### src/core/fsl_params.svh
// Timing constants for the fieldbus state and indicator controller.
`ifndef FSL_PARAMS_SVH
`define FSL_PARAMS_SVH
`define FSL_CLK_KHZ 40000
`define FSL_FAST_MS 50
`define FSL_PHASE_MS 200
`define FSL_PAUSE_MS 1000
`define FSL_CNT_W 26
`endif

### src/core/fsl_pkg.sv
// Types shared by the fieldbus state and indicator controller.
`include "fsl_params.svh"
package fsl_pkg;
   typedef enum logic [2:0] {ST_INIT, ST_PREOP, ST_SAFEOP, ST_OP, ST_BOOT} fsl_state_t;
   typedef enum logic [2:0] {LM_OFF, LM_ON, LM_BLINK, LM_SINGLE, LM_DOUBLE, LM_TRIPLE} fsl_led_mode_t;
   typedef struct packed {
      logic valid;
      fsl_state_t target;
   } fsl_req_t;
   typedef struct packed {
      logic [1:0] link;
      logic [1:0] act;
   } fsl_phy_t;
   typedef struct packed {
      fsl_led_mode_t mode;
      logic [2:0] step;
      logic [`FSL_CNT_W-1:0] cnt;
   } fsl_seq_t;
   typedef struct packed {
      fsl_state_t state;
      logic mbx_en;
      logic in_en;
      logic out_en;
      logic boot;
      logic restart;
      logic refuse;
      fsl_phy_t phy_s1;
      fsl_phy_t phy_s2;
      logic [`FSL_CNT_W-1:0] fast_cnt;
      logic fast_ph;
      logic [1:0] la_led;
      fsl_seq_t run;
      fsl_seq_t err;
      logic run_led;
      logic err_led;
   } fsl_regs_t;
endpackage

### src/core/fsl_ctrl.sv
// Fieldbus communication state machine with its link, run and error indicators.
//
// Notes on behaviour
// Port indicator: off, steady, 50 ms fast flash.
// Run indicator follows communication state.
// Error indicator: double, single, blink, off.
// Flash pulses 200 ms, gaps 200, pause 1000.
// Init refuses application exchanges; master configures.
// Pre-Operational: mailbox on, process data off.
// No Safe-Operational without valid data mapping.
// Safe-Operational: inputs update, outputs discarded.
// Operational: inputs delivered, outputs applied.
// Operational to Pre-Operational halts both updates.
// Safe-Operational to Init halts inputs, mailbox.
// Operational to Init halts everything.
// Neighbour transitions toggle one service each.
// Bootstrap only from Init; leaving restarts.
// Plain blink is 200 ms on, off.
`timescale 1ns/1ps
`default_nettype none
module fsl_ctrl
   import fsl_pkg::*;
#(
   parameter int unsigned FAST_CYC = `FSL_FAST_MS * `FSL_CLK_KHZ,
   parameter int unsigned PHASE_CYC = `FSL_PHASE_MS * `FSL_CLK_KHZ,
   parameter int unsigned PAUSE_CYC = `FSL_PAUSE_MS * `FSL_CLK_KHZ
) (
   input wire logic CORE_CLK_I,
   input wire logic RSTN_I,
   input wire fsl_req_t REQ_I,
   input wire logic MAP_VALID_I,
   input wire fsl_phy_t PHY_I,
   input wire logic WDOG_ERR_I,
   input wire logic LOCAL_ERR_I,
   input wire logic CFG_ERR_I,
   output fsl_state_t STATE_O,
   output logic MBX_EN_O,
   output logic IN_EN_O,
   output logic OUT_EN_O,
   output logic BOOT_O,
   output logic RESTART_O,
   output logic REFUSE_O,
   output logic [1:0] LA_LED_O,
   output logic RUN_LED_O,
   output logic ERR_LED_O
);
   localparam int CW = `FSL_CNT_W;
   localparam logic [CW-1:0] FAST_LAST = CW'(FAST_CYC - 1);
   localparam logic [CW-1:0] PHASE_LAST = CW'(PHASE_CYC - 1);
   localparam logic [CW-1:0] PAUSE_LAST = CW'(PAUSE_CYC - 1);

   fsl_regs_t q, d;

   ////////////////////////////////////////////////////////////////////////////////
   // Helpers.

   function automatic logic legal(input fsl_state_t from, input fsl_state_t to,
                                  input logic map_ok);
      case (from)
         ST_INIT: legal = (to == ST_PREOP) || (to == ST_BOOT);
         ST_PREOP: legal = (to == ST_INIT) || ((to == ST_SAFEOP) && map_ok);
         ST_SAFEOP: legal = (to == ST_PREOP) || (to == ST_INIT) || (to == ST_OP);
         ST_OP: legal = (to == ST_SAFEOP) || (to == ST_PREOP) || (to == ST_INIT);
         ST_BOOT: legal = (to == ST_INIT);
         default: legal = 1'b0;
      endcase
   endfunction

   function automatic logic [2:0] final_step(input fsl_led_mode_t m);
      case (m)
         LM_DOUBLE: final_step = 3'h3;
         LM_TRIPLE: final_step = 3'h5;
         default: final_step = 3'h1;
      endcase
   endfunction

   // One flash sequence: even steps lit, odd steps dark, the last gap is the long pause except in LM_BLINK.
   function automatic fsl_seq_t seq_step(input fsl_seq_t s, input fsl_led_mode_t m);
      fsl_seq_t r;
      logic [CW-1:0] last;
      r = s;
      last = PHASE_LAST;
      if ((s.step == final_step(s.mode)) && (s.mode != LM_BLINK)) begin
         last = PAUSE_LAST;
      end
      if (m != s.mode) begin
         r.mode = m;
         r.step = 3'h0;
         r.cnt = '0;
      end else if (s.cnt == last) begin
         r.cnt = '0;
         r.step = (s.step == final_step(s.mode)) ? 3'h0 : s.step + 3'h1;
      end else begin
         r.cnt = s.cnt + 1'b1;
      end
      return r;
   endfunction

   function automatic logic seq_led(input fsl_seq_t s);
      case (s.mode)
         LM_OFF: seq_led = 1'b0;
         LM_ON: seq_led = 1'b1;
         default: seq_led = ~s.step[0];
      endcase
   endfunction

   ////////////////////////////////////////////////////////////////////////////////
   // Next state.

   always_comb begin
      fsl_led_mode_t run_m;
      fsl_led_mode_t err_m;
      run_m = LM_OFF;
      err_m = LM_OFF;
      d = q;
      d.restart = 1'b0;
      d.refuse = 1'b0;
      d.phy_s1 = PHY_I;
      d.phy_s2 = q.phy_s1;

      // A request for the present state is accepted silently; anything unlisted is refused.
      if (REQ_I.valid && (REQ_I.target != q.state)) begin
         if (legal(q.state, REQ_I.target, MAP_VALID_I)) begin
            d.state = REQ_I.target;
            d.restart = (q.state == ST_BOOT);
         end else begin
            d.refuse = 1'b1;
         end
      end
      // Services follow the state alone, so every transition starts or stops exactly its own.
      d.mbx_en = (d.state == ST_PREOP) || (d.state == ST_SAFEOP) || (d.state == ST_OP);
      d.in_en = (d.state == ST_SAFEOP) || (d.state == ST_OP);
      d.out_en = (d.state == ST_OP);
      d.boot = (d.state == ST_BOOT);

      if (q.fast_cnt == FAST_LAST) begin
         d.fast_cnt = '0;
         d.fast_ph = ~q.fast_ph;
      end else begin
         d.fast_cnt = q.fast_cnt + 1'b1;
      end
      for (int i = 0; i < 2; i++) begin
         d.la_led[i] = q.phy_s2.link[i] & (~q.phy_s2.act[i] | q.fast_ph);
      end

      case (q.state)
         ST_PREOP: run_m = LM_BLINK;
         ST_SAFEOP: run_m = LM_SINGLE;
         ST_OP: run_m = LM_ON;
         default: run_m = LM_OFF;
      endcase
      if (WDOG_ERR_I) begin
         err_m = LM_DOUBLE;
      end else if (LOCAL_ERR_I) begin
         err_m = LM_SINGLE;
      end else if (CFG_ERR_I) begin
         err_m = LM_BLINK;
      end else begin
         err_m = LM_OFF;
      end
      d.run = seq_step(q.run, run_m);
      d.err = seq_step(q.err, err_m);
      d.run_led = seq_led(d.run);
      d.err_led = seq_led(d.err);
   end

   always_ff @(posedge CORE_CLK_I or negedge RSTN_I) begin
      if (!RSTN_I) begin
         q <= '0;
      end else begin
         q <= d;
      end
   end

   assign STATE_O = q.state;
   assign MBX_EN_O = q.mbx_en;
   assign IN_EN_O = q.in_en;
   assign OUT_EN_O = q.out_en;
   assign BOOT_O = q.boot;
   assign RESTART_O = q.restart;
   assign REFUSE_O = q.refuse;
   assign LA_LED_O = q.la_led;
   assign RUN_LED_O = q.run_led;
   assign ERR_LED_O = q.err_led;

   ////////////////////////////////////////////////////////////////////////////////
   // Checks.

   logic [CW-1:0] on_len_q;
   always_ff @(posedge CORE_CLK_I or negedge RSTN_I) begin
      if (!RSTN_I) begin
         on_len_q <= '0;
      end else begin
         // A mode change restarts the sequence lit, so the lit run is counted afresh from it.
         on_len_q <= (RUN_LED_O && (d.run.mode == q.run.mode)) ? on_len_q + 1'b1 : '0;
      end
   end
endmodule
`default_nettype wire

### config.mk
export PLATFORM = sky130hd
export DESIGN_NAME = fsl_ctrl
export DESIGN_NICKNAME = d
export VERILOG_FILES = /design/src/core/fsl_pkg.sv /design/src/core/fsl_ctrl.sv
export VERILOG_INCLUDE_DIRS = /design/src /design/src/core
export SDC_FILE = /design/constraint.sdc
export NUM_CORES = 1
export LEC_CHECK = 0
export ABC_AREA = 1
export BUFFER_PORTS_ARGS = -buffer_cell sky130_fd_sc_hd__buf_2
export CAP_MARGIN = 20
export CELL_PAD_IN_SITES_DETAIL_PLACEMENT = 2
export CELL_PAD_IN_SITES_GLOBAL_PLACEMENT = 2
export CORE_ASPECT_RATIO = 1.5
export CORE_MARGIN = 2
export CORE_UTILIZATION = 42
export CTS_BUF_LIST = sky130_fd_sc_hd__clkbuf_2 sky130_fd_sc_hd__clkbuf_4 sky130_fd_sc_hd__clkbuf_8
export CTS_CLUSTER_SIZE = 30
export DETAILED_ROUTE_END_ITERATION = 7
export HOLD_SLACK_MARGIN = 0.08
export MAX_ROUTING_LAYER = met4
export PLACE_DENSITY_LB_ADDON = 0.1
export REMOVE_ABC_BUFFERS = 1
export SYNTH_ARGS = -nofsm -noshare
export SYNTH_HDL_FRONTEND = slang
export SYNTH_SLANG_ARGS = --single-unit
### constraint.sdc
create_clock -name CORE_CLK_I -period 5.05 [get_ports CORE_CLK_I]
set_clock_uncertainty 0.15 [all_clocks]
set_input_delay 0.505 -clock CORE_CLK_I [delete_from_list [all_inputs] [get_ports CORE_CLK_I]]
set_output_delay 0.505 -clock CORE_CLK_I [all_outputs]
set_load 0.02 [all_outputs]
* Word level (Yosys, flattened, before mapping) *
Cells that the tools add are included.

cells by class
  mux-type cells = 32
  bitwise logic cells = 9
  reductions and logical operators = 19
  add/sub/neg operators = 5
  eq/ne operators = 30

operators by type and width
  kind                     number
  $mux W26                 5
  $add A26 B1 Y26 const B  3
  $mux W29                 2
  $eq A26 B26 Y1           2
  $mux W3                  13
  $eq A26 B21 Y1 const B   1
  $eq A3 B3 Y1 const B     7
  $eq A3 B2 Y1 const B     6
  $eq A3 B1 Y1 const B     5
  $eq A3 B3 Y1             4
  $logic_not A3 Y1         4
  $pmux W3 S2              2
  $logic_or A1 B1 Y1       9
  $ne A3 B3 Y1             3
  $add A3 B1 Y3 const B    2
  $mux W2                  3
  $ne A3 B2 Y1 const B     2
  $pmux W2 S3              1
  $not A1 Y1               5
  $pmux W1 S5              1
  $logic_and A1 B1 Y1      4
  $pmux W1 S2              2
  $reduce_bool A2 Y1       2
  $mux W1                  3
  other kinds (2)          4

word-level totals
  output and inout bits = 13
  input port bits = 14
  flip-flop bits (word level) = 112
  word-level logic and storage cells = 119

* Logic depth before layout (Yosys ltp) *
  depth in word-level cells = 14
  mapped depth = 13
  mapped depth without buffers = 13

* Worst setup path after synthesis *
No wires, ideal clock.

  path type = register to register
  from = reg q[2] in the netlist's numbering
  to = reg q[19] in the netlist's numbering
  stages on the path, launching flop included = 12
  setup time = 119 ps
  required time = 4781 ps
  arrival = 1564 ps
  period minus slack after synthesis = 1833 ps
  setup slack = 3217 ps
  buffers on the path = 1
  cell sequence = dfrtp_1 -> ha_1 -> nand2_2 -> nor2_4 -> nand3_2 -> nor2_4 -> nand3_2 -> a21oi_4 -> nand2_4 -> nand2_8 -> buf_6 -> nor2_1

RTL lines
  what                    line             RTL
  start, declared         fsl_ctrl.sv:52   fsl_regs_t q, d;
  start signal, assigned  fsl_ctrl.sv:169  q <= '0;
  start signal, assigned  fsl_ctrl.sv:171  q <= d;

==> impl_results.md <==
* Via count at 4,983
* Port-buffer cells at 26
* Clk sinks at 112
* Finished Layout Cells at 959
* Largest vdd supply drop at roughly 0.00018 V
* Hold Slack at 0.145 ns
* R2R depth at 12
* Post-Synth XOR/XNOR Area at 0.0826
* Hpwl dp at between 10,000 and 15,000 microns
* Syn Std Cell Area at slightly above 6000 sq um
* Startpoint Class: flop
* Largest net degree at the start of global routing at 58
* Area grow syn2layout at 9.00%
* Status: finished, final reports clean
* Required @ worst endpoint at 5.18 ns
* Drt pass-1 iters at 5
* RSZ-0062 raised after global routing: false
* Drt drc at 0
* Hold crit path type: primary input to flop
* Start point of the critical path: q[34]$_DFF_PN0_
* Pins Over Slew Limit at 0
* Cts bufs inserted at 9
* Placed Instances at 939
* YS warnings at 0
* CTS root buf: clkbuf_8
* Crit path capture type: flop
* Clock slew at reported path FFs at 0.10 ns
* Max Clk Rate at 447 MHz
* Adder-cell share of the synthesized area at 0.0103
* Final WS setup at 2.82 ns
* Yosys reg bits at 112
* Setup_tns at 0 ns
* First-pass GRT wire length at 27,700 microns
* CTS tree: done
* Pwr/cell area at around 290 nW/um^2
* Fin crit period at 2.23 ns
* Synth cell types at between 40 and 50
* Final Util at 0.469
* Vias in the first global route at approximately 5,600
* Die Height at about 150 microns
* Initial antenna violation count at 0
* Die area at 15,400 sq um
* Hold Path End: q[33]$_DFF_PN0_
* I/O pins at 27
* Setup Buffers After CTS at 0
* Initial drt markers at 169
* Hold Crit Start: WDOG_ERR_I
* Fin. Hold Viols at 0
* Final net count at 782
* Final ANT Viol Nets at 0
* FP Rows at 53
* WL final at 16,500 microns
* Hold path cells at 1
* Reg2Reg Setup Slack at around 2.8 ns
* Slew margin rel. at 0.499
* Most frequent cells in the layout: nand2_1 (134), dfrtp_1 (112), nor2_1 (107), inv_1 (96), xor2_1 (44)
* Global placement routability congestion at 0.840
* Core Area at approximately 14,000 sq um
* Share of Yosys cell area claimed by the top area cell type at 0.463
* Die X at 102 microns
* Leakage at about 3.0 nW
* Seq/Total Area, Yosys at 0.463
* Worst-margin pin slew at 0.751 ns
* Initial Utilization at 0.430
* RR Endpoint: q[36]$_DFF_PN0_
* Setup violators final at 0
* Maximum clock path buffer count at 2
* Commonest non-fill, non-tap cell in the layout: nand2_1
* Diode count at 0
* Share of cells above drive strength 1 at 0.132
* Synth area leaders: dfrtp_1 (46%), nand2_1 (8.3%), nor2_1 (6.6%), xor2_1 (6.4%), inv_1 (6.0%)
* Worst Path Max Fanout at 19
* Gr ovfl total at 0
* Place WS at 2.79 ns
* Crit path DAT at 2.36 ns
* Count of maximum capacitance violations at 0
* PostCTS Resize Cnt at 0
* Total GRT Usage at 0.239
* H-tree lvl count at 3
* Worst setup path class: flop to flop
* Clk Latency, worst-skew pair at 0.40 ns
* Filler cells at between 1,500 and 2,000
* Vias per cell at 5.20
* Post-synth top area cell: dfrtp_1
* Worst r2r src: q[34]$_DFF_PN0_
* Avg Inst Size Synth at between 8 and 9 sq um
* Post-Synth Simple-Gate Area at 0.329
* Post-synthesis mux area share at 0
* Post-synthesis cell count at 731
* Synth Area in Compound Gates at 0.0358
* Fin crit share at 0.443
* Largest family of logic cells by synthesized area: simple AND/OR/NAND/NOR gates
* Drt wl/cell at ~17 microns
[Yosys cell counts, drive strengths merged]
cell,number
nand3,41
a21boi,2
conb,1
xnor2,13
a21oi,16
o211a,1
clkbuf,2
xor2,44
nor2,126
dfrtp,112
nor3b,4
o21ai,13
nor3,47
a31oi,1
o22ai,1
nor4,9
nand4,28
nand2,149
clkinv,1
ha,5
or3,1
buf,9
inv,103
a211oi,1
o21a,1
[worst max-delay path, stage by stage, from the launching register on]
cell     delay [ns]
dfrtp_1        0.39
ha_1           0.20
nand2_1        0.11
nor2_4         0.17
nand2_2        0.13
nor2_1         0.12
nand3_1        0.12
a21oi_2        0.19
nand2_2        0.12
nand2_4        0.23
inv_2          0.07
nand2_1        0.08
nor2_1         0.05
[worst max-delay path by stage]
stage	depth (start not counted)	to
2_1_floorplan	12	q[61]$_DFFE_PN0P_
3_3_place_gp	12	q[61]$_DFFE_PN0P_
3_5_place_dp	8	q[5]$_DFF_PN0_
4_1_cts	12	q[36]$_DFF_PN0_
5_1_grt	12	q[36]$_DFF_PN0_
6_report	12	q[36]$_DFF_PN0_
[flip-flops by register name, indices dropped and copies added, names as in the netlist]
register	flops
d	4
IN_EN_O	1
BOOT_O	1
RESTART_O	1
MBX_EN_O	1
q	95
LA_LED_O	2
REFUSE_O	1
OUT_EN_O	1
ERR_LED_O	1
STATE_O	3
RUN_LED_O	1
[stage by stage]
| step | instance area (sq um) | power, mW |
|---|---|---|
| 6_report | 6590 | 1.88 |
| 5_1_grt | 6590 | 1.99 |
| 4_1_cts | 6590 | 1.91 |
| 3_5_place_dp | 6340 | 1.34 |
| 3_3_place_gp | 6340 | 1.32 |
| 2_1_floorplan | 5960 | 1.21 |
[power breakdown]
group	total, mW	internal [mW]	switching [mW]
Clock	0.566	0.248	0.318
Sequential	0.990	0.944	0.0464
Combinational	0.325	0.0921	0.233
Total	1.88	1.28	0.597
[layout make-up]
type                            instances  area (sq um)  area share
Sequential cell                       112          2800       0.425
Multi-Input combinational cell        504          2770       0.420
Inverter                              104           390      0.0592
Tap cell                              192           240      0.0364
Timing Repair Buffer                   32           190      0.0289
Clock buffer                           11           145      0.0220
Clock inverter                          4          53.8     0.00816
[timing repair]
action                                  CTS  global route
hold endpoints to repair                 60             0
endpoints found under the setup margin    0             0
hold buffers                              5             0
[metal layers]
layer	wire length (microns)	track usage	up-vias
met3	280	0.0346	31
met2	9410	0.449	57
met5	0	-	-
met1	6370	0.251	2518
li1	-	-	2377
met4	415	0.0787	0
[logic make-up after synthesis]
family,Yosys count
fa+ha+maj,5
xor+xnor,57
other cells,1
simple gates,405
buf+inv,115
flops,112
compound gates,36
Power figures use the tool's default switching activity.
